`src/pkg/otfc_consts.svh`:
```
`ifndef OTFC_CONSTS_SVH
`define OTFC_CONSTS_SVH

// Command codes of the two registers.
`define OTFC_CMD_FAULT_ACTION    8'h50
`define OTFC_CMD_WARN_THRESHOLD  8'h51

// Fault action register layout and reset value.
`define OTFC_ACTION_RESET        8'h3f
`define OTFC_ACTION_SHUTDOWN_BIT 7
`define OTFC_ACTION_RETRY_BIT    5
`define OTFC_ACTION_RETRY_HI     5
`define OTFC_ACTION_RETRY_LO     3

// Warning threshold word layout, whole degrees.
`define OTFC_WARN_EXPONENT       5'h00
`define OTFC_WARN_FLOOR          8'h64
`define OTFC_WARN_CEIL           8'h8c
`define OTFC_WARN_OFFSET         8'h19
`define OTFC_FAULT_DEFAULT       8'h91
`define OTFC_HYST_DEG            8'h14

// Timing: one rise-time unit is one millisecond, retry waits seven units.
`define OTFC_CLK_NS              100
`define OTFC_MS_NS               1000000
`define OTFC_RETRY_RISE_UNITS    10'h007

`endif

```
`src/pkg/otfc_pkg.sv`:
```
package otfc_pkg;

   // Output control state, Gray coded along run, down, wait, start.
   typedef enum logic [1:0] {
      OTFC_RUN   = 2'b00,
      OTFC_DOWN  = 2'b01,
      OTFC_WAIT  = 2'b11,
      OTFC_START = 2'b10
   } otfc_state_e;

   // One host command with its data word.
   typedef struct packed {
      logic        valid;
      logic        write;
      logic [7:0]  code;
      logic [15:0] data;
   } otfc_cmd_s;

   // Status bits reported toward the status registers.
   typedef struct packed {
      logic summaryTempFaultBit;
      logic tempFaultFlag;
      logic tempWarningValue;
      logic cmlBit;
      logic invalidData;
   } otfc_status_s;

endpackage

```
`src/hw/otfc_ctrl.sv`:
```
`timescale 1ns/1ps
`include "otfc_consts.svh"
// Functional notes
// - Fault threshold exceeded sets status, raises alert
// - Fault flag holds until 20 degrees below
// - Bandgap faults always shut down, then restart
// - Bandgap faults restart at once on retry 000, after the delay on 111
// - Ignore select keeps output running, flags set
// - Shutdown select stops output, then retry setting
// - Retry 000 holds output off after a threshold fault until cleared
// - Retry 111 restarts soft start without limit
// - Mixed retry values rejected with CML alert
// - Only bits 7 and 5 stored; retry fields mirror bit 5
// - Delay 111 waits seven rise times first
// - Delay 000 means no delay, output held
// - Warning threshold exceeded sets status, raises alert
// - Warning flag holds until 20 degrees below
// - Warning at or above fault limit rejected
// - Bypass bit skips the limit ordering check
// - Restore warning as fault minus 25, floor 100
// - Warning exponent fixed at zero, read only
// - Warning mantissa bounded 100 to 140 degrees
// - Store command saves fault action to memory
// - Fault threshold default 145 gives warning 120
module otfc_ctrl #(
   parameter int MS_CYCLES = `OTFC_MS_NS / `OTFC_CLK_NS
) (
   // Clock and reset.
   input  wire logic                 clk_sys,
   input  wire logic                 rst,
   // Host command port and read answer.
   input  wire otfc_pkg::otfc_cmd_s  cmd,
   output logic [15:0]               rdData,
   output logic                      rdValid,
   input  wire logic                 clearFaults,
   // Temperature sensor pins, sampled from its own clock.
   input  wire logic                 tempClk,
   input  wire logic [7:0]           tempValue,
   input  wire logic                 bandgapOt,
   // Neighbouring blocks on the same clock.
   input  wire logic [7:0]           faultLimit,
   input  wire logic [6:0]           riseTimeMs,
   input  wire logic                 limit_check_bypass,
   input  wire logic                 outputCommandOn,
   // Nonvolatile memory restore and store.
   input  wire logic                 restoreDefaults,
   input  wire logic                 nvmShutdownBit,
   input  wire logic                 nvmRetryBit,
   input  wire logic                 storeDefaultAll,
   output logic                      nvmSave,
   output logic [1:0]                nvmSaveData,
   // Status, alert and output control.
   output otfc_pkg::otfc_status_s    status,
   output logic                      smbAlert,
   output logic                      outputEnable,
   output logic                      softStartReq
);

   logic [2:0]             tempClkSync;
   logic [7:0]             tempMeta;
   logic [7:0]             temp;
   logic [1:0]             bandgapSync;
   logic                   sample;
   logic [7:0]             actionReg;
   logic [7:0]             warnReg;
   logic                   faultSet;
   logic                   faultRelease;
   logic                   warnSet;
   logic                   warnRelease;
   logic                   actionWrite;
   logic                   actionBad;
   logic                   warnWrite;
   logic                   warnBad;
   logic [7:0]             next_warnDefault;
   logic                   bandgapCause;
   logic [9:0]             riseLeft;
   logic [31:0]            msCount;
   otfc_pkg::otfc_state_e  state;
   otfc_pkg::otfc_state_e  next_state;
   logic                   faultFlag;
   logic                   warnFlag;
   logic                   cmlFlag;
   logic                   invalidFlag;

   // Two-flop synchronisers for the sensor clock, data and bandgap pin.
   always_ff @(posedge clk_sys or posedge rst) begin
      if (rst) begin
         tempClkSync <= 3'h0;
         tempMeta    <= 8'h00;
         temp        <= 8'h00;
         bandgapSync <= 2'h0;
      end else begin
         tempClkSync <= {tempClkSync[1:0], tempClk};
         tempMeta    <= tempValue;
         temp        <= tempMeta;
         bandgapSync <= {bandgapSync[0], bandgapOt};
      end
   end

   // A rising sensor clock edge marks a fresh temperature sample.
   assign sample = tempClkSync[1] & ~tempClkSync[2];

   // Threshold tests with 20 degree hysteresis on release.
   assign faultSet     = sample && (temp > faultLimit);
   assign faultRelease = sample && ({1'b0, temp} + {1'b0, `OTFC_HYST_DEG} <= {1'b0, faultLimit});
   assign warnSet      = sample && (temp > warnReg);
   assign warnRelease  = sample && ({1'b0, temp} + {1'b0, `OTFC_HYST_DEG} <= {1'b0, warnReg});

   // Latched fault and warning flags.
   always_ff @(posedge clk_sys or posedge rst) begin
      if (rst) begin
         faultFlag <= 1'b0;
         warnFlag  <= 1'b0;
      end else begin
         if (faultSet) begin
            faultFlag <= 1'b1;
         end else if (faultRelease) begin
            faultFlag <= 1'b0;
         end
         if (warnSet) begin
            warnFlag <= 1'b1;
         end else if (warnRelease) begin
            warnFlag <= 1'b0;
         end
      end
   end

   // Status word gathered from the flag registers; the summary follows either flag.
   assign status = {faultFlag | warnFlag, faultFlag, warnFlag, cmlFlag, invalidFlag};

   // Write decode and validation.
   assign actionWrite = cmd.valid && cmd.write && (cmd.code == `OTFC_CMD_FAULT_ACTION);
   assign actionBad   = (cmd.data[`OTFC_ACTION_RETRY_HI:`OTFC_ACTION_RETRY_LO] != 3'h0) &&
                        (cmd.data[`OTFC_ACTION_RETRY_HI:`OTFC_ACTION_RETRY_LO] != 3'h7);
   assign warnWrite   = cmd.valid && cmd.write && (cmd.code == `OTFC_CMD_WARN_THRESHOLD);
   assign warnBad     = (cmd.data[15:8] != 8'h00) ||
                        (cmd.data[7:0] < `OTFC_WARN_FLOOR) ||
                        (cmd.data[7:0] > `OTFC_WARN_CEIL) ||
                        (!limit_check_bypass && (cmd.data[7:0] >= faultLimit));

   // Restored warning default: fault limit less 25, never below 100.
   always_comb begin
      if (faultLimit < `OTFC_WARN_FLOOR + `OTFC_WARN_OFFSET) begin
         next_warnDefault = `OTFC_WARN_FLOOR;
      end else begin
         next_warnDefault = faultLimit - `OTFC_WARN_OFFSET;
      end
   end

   // Fault action register: only the shutdown bit and retry bit 5 are held.
   always_ff @(posedge clk_sys or posedge rst) begin
      if (rst) begin
         actionReg <= `OTFC_ACTION_RESET;
      end else if (restoreDefaults) begin
         actionReg <= {nvmShutdownBit, 1'b0, {6{nvmRetryBit}}};
      end else if (actionWrite && !actionBad) begin
         actionReg <= {cmd.data[`OTFC_ACTION_SHUTDOWN_BIT], 1'b0,
                       {6{cmd.data[`OTFC_ACTION_RETRY_BIT]}}};
      end
   end

   // Warning threshold mantissa; the reset value is the derived default.
   always_ff @(posedge clk_sys or posedge rst) begin
      if (rst) begin
         warnReg <= `OTFC_FAULT_DEFAULT - `OTFC_WARN_OFFSET;
      end else if (restoreDefaults) begin
         warnReg <= next_warnDefault;
      end else if (warnWrite && !warnBad) begin
         warnReg <= cmd.data[7:0];
      end
   end

   // Rejected writes set the CML and invalid data bits; a set beats a clear.
   always_ff @(posedge clk_sys or posedge rst) begin
      if (rst) begin
         cmlFlag     <= 1'b0;
         invalidFlag <= 1'b0;
      end else if ((actionWrite && actionBad) || (warnWrite && warnBad)) begin
         cmlFlag     <= 1'b1;
         invalidFlag <= 1'b1;
      end else if (clearFaults) begin
         cmlFlag     <= 1'b0;
         invalidFlag <= 1'b0;
      end
   end

   // Alert stays asserted while any reported condition stands.
   assign smbAlert = status.summaryTempFaultBit | status.cmlBit;

   // Read answer; the exponent field always reads as zero.
   always_ff @(posedge clk_sys or posedge rst) begin
      if (rst) begin
         rdData  <= 16'h0000;
         rdValid <= 1'b0;
      end else begin
         rdValid <= cmd.valid && !cmd.write;
         if (cmd.valid && !cmd.write) begin
            if (cmd.code == `OTFC_CMD_FAULT_ACTION) begin
               rdData <= {8'h00, actionReg};
            end else if (cmd.code == `OTFC_CMD_WARN_THRESHOLD) begin
               rdData <= {`OTFC_WARN_EXPONENT, 3'h0, warnReg};
            end else begin
               rdData <= 16'h0000;
            end
         end
      end
   end

   // Store to memory copies the shutdown bit and the single retry bit.
   always_ff @(posedge clk_sys or posedge rst) begin
      if (rst) begin
         nvmSave     <= 1'b0;
         nvmSaveData <= 2'h0;
      end else begin
         nvmSave <= storeDefaultAll;
         if (storeDefaultAll) begin
            nvmSaveData <= {actionReg[`OTFC_ACTION_SHUTDOWN_BIT],
                            actionReg[`OTFC_ACTION_RETRY_BIT]};
         end
      end
   end

   // Output control: shut down, hold or wait, then soft start.
   always_comb begin
      next_state = state;
      case (state)
         otfc_pkg::OTFC_RUN: begin
            if (bandgapSync[1]) begin
               next_state = otfc_pkg::OTFC_DOWN;
            end else if (faultSet && actionReg[`OTFC_ACTION_SHUTDOWN_BIT]) begin
               next_state = otfc_pkg::OTFC_DOWN;
            end
         end
         otfc_pkg::OTFC_DOWN: begin
            if (bandgapCause) begin
               if (!bandgapSync[1]) begin
                  next_state = actionReg[`OTFC_ACTION_RETRY_BIT] ?
                               otfc_pkg::OTFC_WAIT : otfc_pkg::OTFC_START;
               end
            end else if (actionReg[`OTFC_ACTION_RETRY_BIT]) begin
               next_state = otfc_pkg::OTFC_WAIT;
            end else if (clearFaults) begin
               next_state = otfc_pkg::OTFC_START;
            end
         end
         otfc_pkg::OTFC_WAIT: begin
            if (bandgapSync[1]) begin
               next_state = otfc_pkg::OTFC_DOWN;
            end else if (riseLeft == 10'h000 && outputCommandOn) begin
               next_state = otfc_pkg::OTFC_START;
            end
         end
         otfc_pkg::OTFC_START: begin
            next_state = otfc_pkg::OTFC_RUN;
         end
         default: begin
            next_state = otfc_pkg::OTFC_RUN;
         end
      endcase
   end

   always_ff @(posedge clk_sys or posedge rst) begin
      if (rst) begin
         state <= otfc_pkg::OTFC_RUN;
      end else begin
         state <= next_state;
      end
   end

   // Remember whether the bandgap detector caused the shutdown.
   always_ff @(posedge clk_sys or posedge rst) begin
      if (rst) begin
         bandgapCause <= 1'b0;
      end else if (state == otfc_pkg::OTFC_RUN || state == otfc_pkg::OTFC_WAIT) begin
         bandgapCause <= bandgapSync[1];
      end
   end

   // Retry delay: seven rise-time units, each counted in milliseconds.
   always_ff @(posedge clk_sys or posedge rst) begin
      if (rst) begin
         riseLeft <= 10'h000;
         msCount  <= 32'h0000_0000;
      end else if (state != otfc_pkg::OTFC_WAIT) begin
         riseLeft <= 10'(`OTFC_RETRY_RISE_UNITS * {3'h0, riseTimeMs});
         msCount  <= 32'h0000_0000;
      end else if (riseLeft != 10'h000) begin
         if (msCount == 32'(MS_CYCLES - 1)) begin
            msCount  <= 32'h0000_0000;
            riseLeft <= riseLeft - 10'h001;
         end else begin
            msCount <= msCount + 32'h0000_0001;
         end
      end
   end

   // Output enable and the one-cycle soft-start request come from the state.
   assign outputEnable = (state == otfc_pkg::OTFC_RUN);
   assign softStartReq = (state == otfc_pkg::OTFC_START);
endmodule

```
`config.mk`:
```
export PLATFORM = sky130hd
export DESIGN_NAME = otfc_ctrl
export DESIGN_NICKNAME = d
export VERILOG_FILES = /design/src/pkg/otfc_pkg.sv /design/src/hw/otfc_ctrl.sv
export VERILOG_INCLUDE_DIRS = /design/src /design/src/pkg
export SDC_FILE = /design/constraint.sdc
export NUM_CORES = 1
export LEC_CHECK = 0
export ABC_AREA = 0
export BUFFER_PORTS_ARGS = -buffer_cell sky130_fd_sc_hd__buf_2
export CAP_MARGIN = 5
export CORE_MARGIN = 5
export CORE_UTILIZATION = 58
export DETAILED_ROUTE_END_ITERATION = 16
export PLACE_DENSITY = 0.81
export SLEW_MARGIN = 20
export SYNTH_ARGS = -nofsm -noshare
export SYNTH_HDL_FRONTEND = slang
export SYNTH_SLANG_ARGS = --single-unit
```
`constraint.sdc`:
```
create_clock -name clk_sys -period 3.3 [get_ports clk_sys]
set_clock_uncertainty 0.15 [all_clocks]
set_input_delay 0.165 -clock clk_sys [delete_from_list [all_inputs] [get_ports clk_sys]]
set_output_delay 0.165 -clock clk_sys [all_outputs]
set_load 0.05 [all_outputs]
```
==> flow_summary.json, run 1 <==
{
  "finalCritPeriodShare_pct": 84.7,
  "syn_area_sq_um": 5800,
  "ant_nets": 0,
  "htreeDepth": 3,
  "synth_xor_area_share_pct": 5.74,
  "max_slew_margin_pct": 46.4,
  "cts_tree": "yes",
  "comb_power_share_pct": 35.2,
  "final_cells": 853,
  "min-delay-start": "cmd[4]",
  "fin_util_pct": 68.6,
  "total_leakage_power_nw": 3.14,
  "power.internal_mw": 1.98,
  "cts_buffer_depth": 2,
  "start_util_pct": 59.4,
  "cp-end-kind": "register",
  "antenna_found_initial": 0,
  "drive_gt1_share_pct": 17.4,
  "p_clk_share_pct": 21.4,
  "muxShareOfSynthArea_pct": 2.01,
  "track_usage_pct": 23.5,
  "grt_pass1_vias": 4854,
  "switching_share_pct": 38.4,
  "setup_tns_ns": 0,
  "vias": 4909,
  "wire_per_inst_um": 15.6,
  "critPathMaxFanout": 5,
  "crit_arrival_ns": 2.94,
  "min_to": "warnReg[4]",
  "rsz0062_at_grt": "no",
  "grt_max_degree": 46,
  "use_met1_pct": 30.1,
  "status": "finished clean",
  "postRouteWirelength_mm": 13.3,
  "hp-class": "input port to register",
  "dp_worst_setup_slack_ns": 0.697,
  "num_rows": 36,
  "synthCells": 614,
  "worst_slack_ns": 0.505,
  "post-route-min-period_ns": 2.80,
  "core_area_sq_um": 9770,
  "numCtsBuffers": 9,
  "slew_viol_final": 0,
  "grt_first_pass_wirelength_mm": 22.5,
  "synth_top_family_by_area": "simple AND/OR/NAND/NOR gates",
  "power_frac_seq_pct": 43.4,
  "power_density_nw_per_um2": 481,
  "synth-seq-area-share_pct": 39.4,
  "holdWs_ns": 0.0474,
  "postSynthAreaPerCell_sq_um": 9.45,
  "p_switching_mw": 1.24,
  "gp_congestion": 0.923,
  "drt_iter0_drc": 326,
  "ys_ff_latch": 91,
  "ios": 88,
  "cts_root_buf": "clkbuf_8",
  "met3_usage_pct": 5.07,
  "grt-ovfl-total": 0,
  "worstHoldPathCells": 3,
  "top_usage_layer": "met2",
  "critical_path_required_ns": 3.45,
  "ir_drop_v": 0.000287,
  "dieArea_sq_um": 12100,
  "r2r_end": "riseLeft[4]",
  "synth_warnings": 0,
  "antenna_cells": 0,
  "drt-pass1-iter-count": 5,
  "yosysUniqueCellTypes": 67,
  "ys_async_sr_fraction_pct": 100,
  "route.detailed.drc": 0,
  "reg2reg_from": "msCount[0]",
  "cap_violations": 0,
  "vias_per_cell": 5.75,
  "max_freq_mhz": 358,
  "syn2layout_area_growth_pct": 15.5,
  "cts_setup_buffers": 0,
  "clock-sinks": 91,
  "r2r_cells": 8,
  "synth-simple-area-share_pct": 19.4,
  "tightest_slew_ns": 0.800,
  "hpwlAfterDp_mm": 10.2,
  "fp.dieW_um": 110,
  "grt.met2_usage_pct": 39.8,
  "dp_cells": 813,
  "regToRegSetupSlack_ns": 0.63,
  "final-hold-violation-count": 0,
  "die_h_um": 110,
  "setup-violations-final": 0,
  "synthFlopType": "dfrtp_1",
  "fin_nets": 835,
  "path_clk_slew_ns": 0.08,
  "synth_compound_area_share_pct": 14.1,
  "synth_edf_count": 0,
  "synthAdderAreaFrac_pct": 13.8,
  "path_class": "input port to register",
  "cp-start-kind": "input port",
  "clock_latency_ns": 0.36,
  "port_buffers": 79
}
cells by family (layout without fill, tap and decap cells):
logic type,count (synthesis),count (layout)
AO/OA/AOI/OAI,126,126
XOR/XNOR,38,38
adder cells (fa/ha/maj),60,60
buffers and inverters,70,169
flip-flops,91,91
multiplexers,11,11
other,1,8
AND/OR/NAND/NOR,217,217
flip-flops by register name, summed over array words and instances (netlist names):
register	flops
nvmSaveData	2
bandgapCause	1
warnFlag	1
state	2
nvmSave	1
faultFlag	1
temp	8
tempClkSync	3
msCount	32
riseLeft	10
invalidFlag	1
rdValid	1
actionReg	2
bandgapSync	2
rdData	8
tempMeta	8
warnReg	8
layout make-up:
cell class,instances,area [sq um]
multi-input cells,460,3230
fillers,770,3070
flip-flops and latches,91,2280
repair buffers,110,688
well taps,133,166
inverters,43,163
clock buffers,11,141
clock inverters,5,35.0
per-layer routing:
metal  wire length (um)  share of wire (%)
met5                  0                  0
met4                233                1.7
met3                685                5.1
met2               6520                 49
met1               5880                 44
metrics by stage:
| stage | power (mW) | area (sq um) |
|---|---|---|
| 2_1_floorplan | 2.24 | 5830 |
| 3_3_place_gp | 2.48 | 6290 |
| 3_5_place_dp | 2.52 | 6290 |
| 4_1_cts | 3.24 | 6700 |
| 5_1_grt | 3.45 | 6700 |
| 6_report | 3.22 | 6700 |
power by group through the flow:
stage / clock network, mW / registers, mW / logic, mW
floorplan: 0 / 1.43 / 0.815
global placement: 0 / 1.41 / 1.07
detailed placement: 0 / 1.42 / 1.11
CTS: 0.714 / 1.39 / 1.13
global route: 0.763 / 1.42 / 1.27
finish: 0.689 / 1.40 / 1.13
worst max-delay path, cell delays in order:
cell	delay, ns
dlygate4sd3_1	0.52
buf_2	0.15
inv_1	0.09
ha_1	0.29
a41oi_1	0.20
o21ai_0	0.10
a221oi_1	0.41
nand3_1	0.16
mux2i_1	0.14
a21oi_1	0.15
dlygate4sd3_1	0.57
cells in the final DEF, fill, tap and decap left out, types with 6 or more instances in the layout:
master,count
mux2i_1,6
inv_1,41
ha_1,53
o21ai_0,24
nor2_1,50
dlygate4sd3_1,24
buf_4,7
xnor2_1,14
clkbuf_8,10
fa_1,7
nor3_1,7
and3_1,10
a21o_1,8
buf_2,79
nand2_1,53
nand4_1,20
nand2b_1,6
xor2_1,24
a31oi_1,6
nor4_1,9
nand3_1,21
conb_1,8
dfrtp_1,86
a21oi_1,39
or3_1,10
cell usage after synthesis (4+ instances only):
cell      count  share of area [%]
clkbuf_1      8               0.52
o31ai_1       5               0.65
dfstp_2       5                2.3
mux2i_1       6                1.0
nor4_1        9               0.97
nand4_1      20                2.2
inv_1        42                2.7
o21ai_0      24                2.1
or3_1        10                1.1
a21o_1        8                1.0
dfrtp_1      86                 37
a31oi_1       6               0.65
xor2_1       24                3.6
a21oi_1      39                3.4
and3_1       10                1.1
mux2_2        5               0.97
a221oi_1      5               0.75
buf_4        13                1.7
ha_1         53                 11
nor2_1       50                3.2
nand3_1      21                1.8
fa_1          7                2.4
nand2b_1      6               0.65
nand2_1      53                3.4
buf_2         5               0.43
xnor2_1      14                2.1
o211ai_1      4               0.52
nor3_1        7               0.60
nor4b_1       4               0.60
repair_timing:
| item | in CTS | in global routing |
|---|---|---|
| endpoints found under the hold margin | 57 | 0 |
| resized for setup | 0 | 0 |
| hold buffers | 24 | 0 |
how the worst max path moves through the flow:
stage                        from      endpoint  slack, ns  cells past startpoint
floorplan                     rst  actionReg[7]       0.63                      1
global placement    riseTimeMs[1]   riseLeft[9]       0.83                      9
detailed placement     msCount[0]   riseLeft[4]       0.70                      8
CTS                 faultLimit[5]    warnReg[5]       0.59                     11
global route        faultLimit[5]    warnReg[5]       0.33                     11
finish              faultLimit[5]    warnReg[5]       0.50                     11
(Power assumes the default switching activity.)
==> run 2, diff against run 1 <==
CORE_UTILIZATION = 52   (was 58)
PLACE_DENSITY = 0.77   (was 0.81)
clock period = 2.4 ns   (was 3.3 ns; I/O delays follow)
==> run 2 against run 1 <==
Hold slack lost 0.021 ns. First-iteration DRC count shrank 15%. Core utilization shrank 3.4 points. Non-clock buffer count grew 33. Register-to-register slack lost 0.57 ns. Largest cell class unchanged.
==> flow_summary.json, run 2 (synthesized netlist as in run 1, its figures left out) <==
{
  "grt-ovfl-total": 0,
  "final_cell_mix": "dfrtp_1 (83), buf_2 (79), nand2_1 (53), ha_1 (52), nor2_1 (50)",
  "cp-startpoint": "msCount[0]",
  "die_h_um": 116,
  "drive_gt1_share_pct": 22.7,
  "crit_arrival_ns": 2.45,
  "syn2layout_area_growth_pct": 22.4,
  "slew_viol_final": 0,
  "total_leakage_power_nw": 3.32,
  "regMostFlops": "msCount",
  "gp_congestion": 0.888,
  "htreeDepth": 3,
  "final_common_cell": "dfrtp_1",
  "cts_root_buf": "clkbuf_8",
  "path_class": "register to register",
  "max_slew_margin_pct": 58.5,
  "start_util_pct": 53.3,
  "power_density_nw_per_um2": 646,
  "core_area_sq_um": 10900,
  "critical_path_required_ns": 2.51,
  "antenna_found_initial": 0,
  "post-route-min-period_ns": 2.34,
  "track_usage_pct": 22.4,
  "grt_first_pass_wirelength_mm": 23.9,
  "cap_violations": 0,
  "ios": 88,
  "port_buffers": 79,
  "status": "finished clean",
  "reg_top3": "msCount x32, riseLeft x10",
  "postRouteWirelength_mm": 14.6,
  "rsz0062_at_grt": "yes",
  "wire_per_inst_um": 16.3,
  "fp.dieW_um": 116,
  "ir_drop_v": 0.000459,
  "tightest_slew_ns": 0.622,
  "cp-end-kind": "register",
  "path_clk_slew_ns": 0.09,
  "hpwlAfterDp_mm": 10.9,
  "finalCritPeriodShare_pct": 97.6,
  "num_rows": 38,
  "largest_reg_flops": 32,
  "min-delay-start": "restoreDefaults",
  "final-hold-violation-count": 0,
  "nFillCells": 863,
  "route.detailed.drc": 0,
  "dieArea_sq_um": 13400,
  "cts_buffer_depth": 2,
  "grt_max_degree": 44,
  "hp-class": "input port to register",
  "power_mw": 4.59,
  "setup_tns_ns": 0,
  "drt-pass1-iter-count": 5,
  "vias": 5127,
  "clock_latency_ns": 0.37,
  "setup-violations-final": 0,
  "drt_iter0_drc": 276,
  "numCtsBuffers": 9,
  "critPathMaxFanout": 10,
  "cts_tree": "yes",
  "clock-sinks": 91,
  "vias_per_cell": 5.74,
  "cp-start-kind": "register",
  "antenna_cells": 0,
  "grt_pass1_vias": 5117,
  "fin_nets": 868,
  "max_freq_mhz": 427,
  "fin_util_pct": 65.2,
  "reg2reg_from": "msCount[0]",
  "ant_nets": 0
}
==> run 2: changes by cell type in the layout (fill, tap and decap cells not counted), sizes merged <==
cell	previous run	this run
buf	86	114
dlygate4sd3	24	29
clkbuf	11	12
clkinvlp	1	2
inv	43	41
==> run 2: power by group <==
part	leakage [nW]	switching [mW]	internal (mW)
Sequential	1.14	0.198	1.73
Combinational	2.10	1.04	0.670
Clock	0.0863	0.551	0.404
==> run 2: final cells by class <==
| cell class | instances | area, sq um | share of cell area [%] |
|---|---|---|---|
| sequential | 91 | 2290 | 32.2 |
| multi-input combinational | 460 | 3340 | 47.0 |
| tap | 140 | 175 | 2.47 |
| inverter | 43 | 165 | 2.33 |
| clock buffer | 12 | 145 | 2.04 |
| timing repair buffer | 143 | 961 | 13.5 |
| clock inverter | 4 | 26.3 | 0.370 |
==> run 2: repair_timing <==
action	4_1_cts	5_1_grt
hold buffers	29	0
setup buffers	0	2
hold endpoints to repair	48	0
pin swaps	0	6
endpoints found under the setup margin	6	43
resized for setup	2	24
==> run 2: routing by layer <==
metal / global-route usage (%) / vias up / wire length, um
li1: - / 2445 / -
met1: 30.2 / 2453 / 6450
met2: 36.8 / 201 / 6950
met3: 4.18 / 28 / 889
met4: 7.12 / 0 / 300
met5: 0 / - / 0
==> run 2: critical path, stage by stage (launching register included) <==
cell and delay (ns):
dfrtp_1 0.36, ha_1 0.18, nor4b_2 0.27, nand4_1 0.16, or3_4 0.49, a21oi_4 0.21, o21ai_0 0.15, a22o_1 0.27
==> run 2: worst paths after layout <==
path	endpoint	slack, ns	cells past startpoint
min in group asynchronous	msCount[23]	0.22	3
min reg2reg	temp[2]	0.20	0
min	warnReg[5]	0.03	3
max in group asynchronous	actionReg[5]	1.11	4
max reg2reg	riseLeft[4]	0.06	7
max	riseLeft[4]	0.06	7
==> run 2: per-stage QoR <==
| stage | area (sq um) | setup slack [ns] | cells | hold WS, ns |
|---|---|---|---|---|
| 6_report | 7100 | 0.0583 | 893 | 0.0264 |
| 5_1_grt | 7100 | -0.101 | 893 | 0.0638 |
| 4_1_cts | 6970 | 0.0107 | 891 | 0.00394 |
| 3_5_place_dp | 6510 | -0.156 | 846 | 0.0750 |
| 3_3_place_gp | 6510 | -0.0376 | 846 | 0.0664 |
| 2_1_floorplan | 5830 | 0.0888 | 621 | 0.00143 |
==> run 3, diff against run 2 <==
ABC_AREA = 1   (was 0)
CORE_UTILIZATION = 53   (was 52)
==> run 3 against run 2 <==
Global-route usage increased by 2.4 points. Clock-buffer cell count rose by 1. Sequential cell count unchanged. Critical endpoint is now invalidFlag. Largest power group unchanged.
==> flow_summary.json, run 3 <==
{
  "fp.dieW_um": 122,
  "die_h_um": 122,
  "post-synth-top-area-cell": "dfrtp_1",
  "hpwlAfterDp_mm": 13.4,
  "seq_area_sq_um": 2280,
  "post-route-min-period_ns": 2.30,
  "syn2layout_area_growth_pct": 17.9,
  "path_class": "input port to register",
  "placed_area_sq_um": 7200,
  "setup-violations-final": 0,
  "grt-ovfl-total": 0,
  "start_util_pct": 53.3,
  "htreeDepth": 3,
  "synthFlopType": "dfrtp_1",
  "dieArea_sq_um": 14900,
  "cts_buffer_depth": 2,
  "synth_compound_area_share_pct": 8.79,
  "cp-startpoint": "cmd[1]",
  "track_usage_pct": 24.8,
  "dp_worst_setup_slack_ns": 0.130,
  "path_buf_inv": 3,
  "yosysTopAreaCellShare_pct": 32.4,
  "grt_pass1_vias": 6006,
  "multiInputGateArea_sq_um": 3780,
  "grt_max_degree": 92,
  "core_area_sq_um": 12500,
  "regMostFlops": "msCount",
  "critPathTopFamily": "buffers and inverters",
  "vias_per_cell": 5.30,
  "final_cell_mix": "nand2_1 (252), inv_1 (126), nor2_1 (87), dfrtp_1 (86), buf_2 (79)",
  "drt-pass1-iter-count": 5,
  "synth_top_family_by_area": "simple AND/OR/NAND/NOR gates",
  "slew_viol_final": 0,
  "antenna_cells": 0,
  "cp-end-kind": "register",
  "crit_chain": "dlygate4sd3_1, buf_2, ha_1, nand2_1, nand3b_1, nand2_1, nand2_1, nand2_1, nand2_1, nand2_1, nand2_1, nand2_1, o211ai_1, dlygate4sd3_1",
  "total_leakage_power_nw": 3.95,
  "finalCritPeriodShare_pct": 95.6,
  "synthAdderAreaFrac_pct": 12.1,
  "grt_first_pass_wirelength_mm": 29.3,
  "wire_per_inst_um": 14.7,
  "final_area_sq_um": 7840,
  "cts_tree": "yes",
  "antenna_found_initial": 0,
  "tightest_slew_ns": 0.523,
  "rsz0062_at_grt": "yes",
  "synthTopCellsByCount": "nand2_1 (253), inv_1 (129), nor2_1 (87), dfrtp_1 (86), nand3_1 (72)",
  "holdWs_ns": 0.0392,
  "nFillCells": 1133,
  "final-hold-violation-count": 0,
  "max_slew_margin_pct": 65.1,
  "power_density_nw_per_um2": 637,
  "port_buffers": 79,
  "ant_nets": 0,
  "num_rows": 41,
  "min-delay-start": "cmd[3]",
  "synth_edf_count": 0,
  "postRouteWirelength_mm": 17.8,
  "hp-class": "input port to register",
  "drt_iter0_drc": 559,
  "final_common_cell": "nand2_1",
  "cp-start-kind": "input port",
  "gp_congestion": 0.968,
  "numCtsBuffers": 9,
  "synth_most_common_cell": "nand2_1",
  "route.detailed.drc": 0,
  "synth-seq-area-share_pct": 34.3,
  "clock_latency_ns": 0.35,
  "vias": 6441,
  "cp_common_cell": "nand2_1",
  "synthCells": 929,
  "fin_nets": 1158,
  "ios": 88,
  "muxShareOfSynthArea_pct": 0.169,
  "synth-simple-area-share_pct": 32.7,
  "reg2reg_from": "temp[4]",
  "critical_path_required_ns": 2.48,
  "crit_arrival_ns": 2.37,
  "cp_slowest_stage_delay_ns": 0.57,
  "largest_reg_flops": 32,
  "yosysUniqueCellTypes": 43,
  "cts_root_buf": "clkbuf_16",
  "cp_slowest_cell": "dlygate4sd3_1",
  "synth_warnings": 0,
  "syn_area_sq_um": 6650,
  "drive_gt1_share_pct": 13.3,
  "synth_xor_area_share_pct": 2.11,
  "cap_violations": 0,
  "critPathMaxFanout": 3,
  "reg_top3": "msCount x32, riseLeft x10",
  "max_freq_mhz": 436,
  "clock-sinks": 91,
  "postSynthAreaPerCell_sq_um": 7.16,
  "ir_drop_v": 0.000491,
  "path_clk_slew_ns": 0.06,
  "worst_slack_ns": 0.105,
  "power_mw": 5.00,
  "yosys-top-cells-area": "dfrtp_1 (32%), nand2_1 (14%), ha_1 (10%)",
  "ys_async_sr_fraction_pct": 100,
  "ys_ff_latch": 91,
  "status": "finished clean"
}
[run 3: cell types whose count changed after synthesis, moves of 10 or more]
cell / before / now
and3_1: 10 / 0
or3_1: 10 / 0
nor2_1: 50 / 87
xor2_1: 24 / 9
nand3_1: 21 / 72
nand4_1: 20 / 42
nor3_1: 7 / 18
inv_1: 42 / 129
o21ai_0: 24 / 46
nand2_1: 53 / 253
[run 3: worst paths after layout]
kind | depth (start not counted) | to | slack [ns]
max | 14 | invalidFlag | 0.10
min | 5 | warnReg[3] | 0.04
max reg2reg | 12 | warnFlag | 0.17
min reg2reg | 0 | temp[0] | 0.20
max in group asynchronous | 4 | actionReg[5] | 1.38
min in group asynchronous | 4 | tempMeta[4] | 0.30
[run 3: power breakdown]
group	total (mW)	internal (mW)	leakage, nW	switching [mW]
sequential	1.92	1.73	1.15	0.186
clock	1.40	0.808	0.134	0.591
combinational	1.68	0.567	2.67	1.12
[run 3: tightest hold or removal path, cell delays in order]
cell     delay [ns]
buf_2          0.14
nand2_1        0.07
o21ai_0        0.09
nand2_1        0.08
nand2_1        0.05
[run 3: logic make-up (layout without fill, tap and decap cells)]
| logic type | after synthesis | after routing |
|---|---|---|
| buffers and inverters | 158 | 265 |
| other | 1 | 8 |
| adder cells (fa/ha/maj) | 60 | 60 |
| AND/OR/NAND/NOR | 496 | 496 |
| AO/OA/AOI/OAI | 106 | 106 |
| flip-flops | 91 | 91 |
| XOR/XNOR | 16 | 16 |
| multiplexers | 1 | 1 |
[run 3: final cells by class]
| type | instances | area share, % |
|---|---|---|
| clock inverters | 3 | 0.543 |
| inverters | 132 | 6.42 |
| clock buffers | 13 | 3.06 |
| flip-flops and latches | 91 | 29.1 |
| multi-input cells | 687 | 48.2 |
| repair buffers | 117 | 9.86 |
| well taps | 172 | 2.74 |
[run 3: layer usage]
layer,part of all wire [%],global-route usage (%),up-vias
met5,0,0,-
met4,1.4,7.14,0
met3,6.4,4.18,27
met2,48,40.9,223
met1,44,33.6,2962
li1,-,-,3229
[run 3: per-stage QoR]
step,utilization (%),instances,setup TNS (ns)
2_1_floorplan,-,936,0
6_report,62.9,1215,0
3_3_place_gp,57.7,1166,0
5_1_grt,62.9,1215,-0.0336
3_5_place_dp,57.7,1166,0
4_1_cts,62.2,1209,0
[run 3: timing repair]
action,in CTS,in global routing
endpoints found under the hold margin,108,0
endpoints found under the setup margin,0,8
buffers inserted,0,6
resized for setup,0,10
hold buffers,27,0
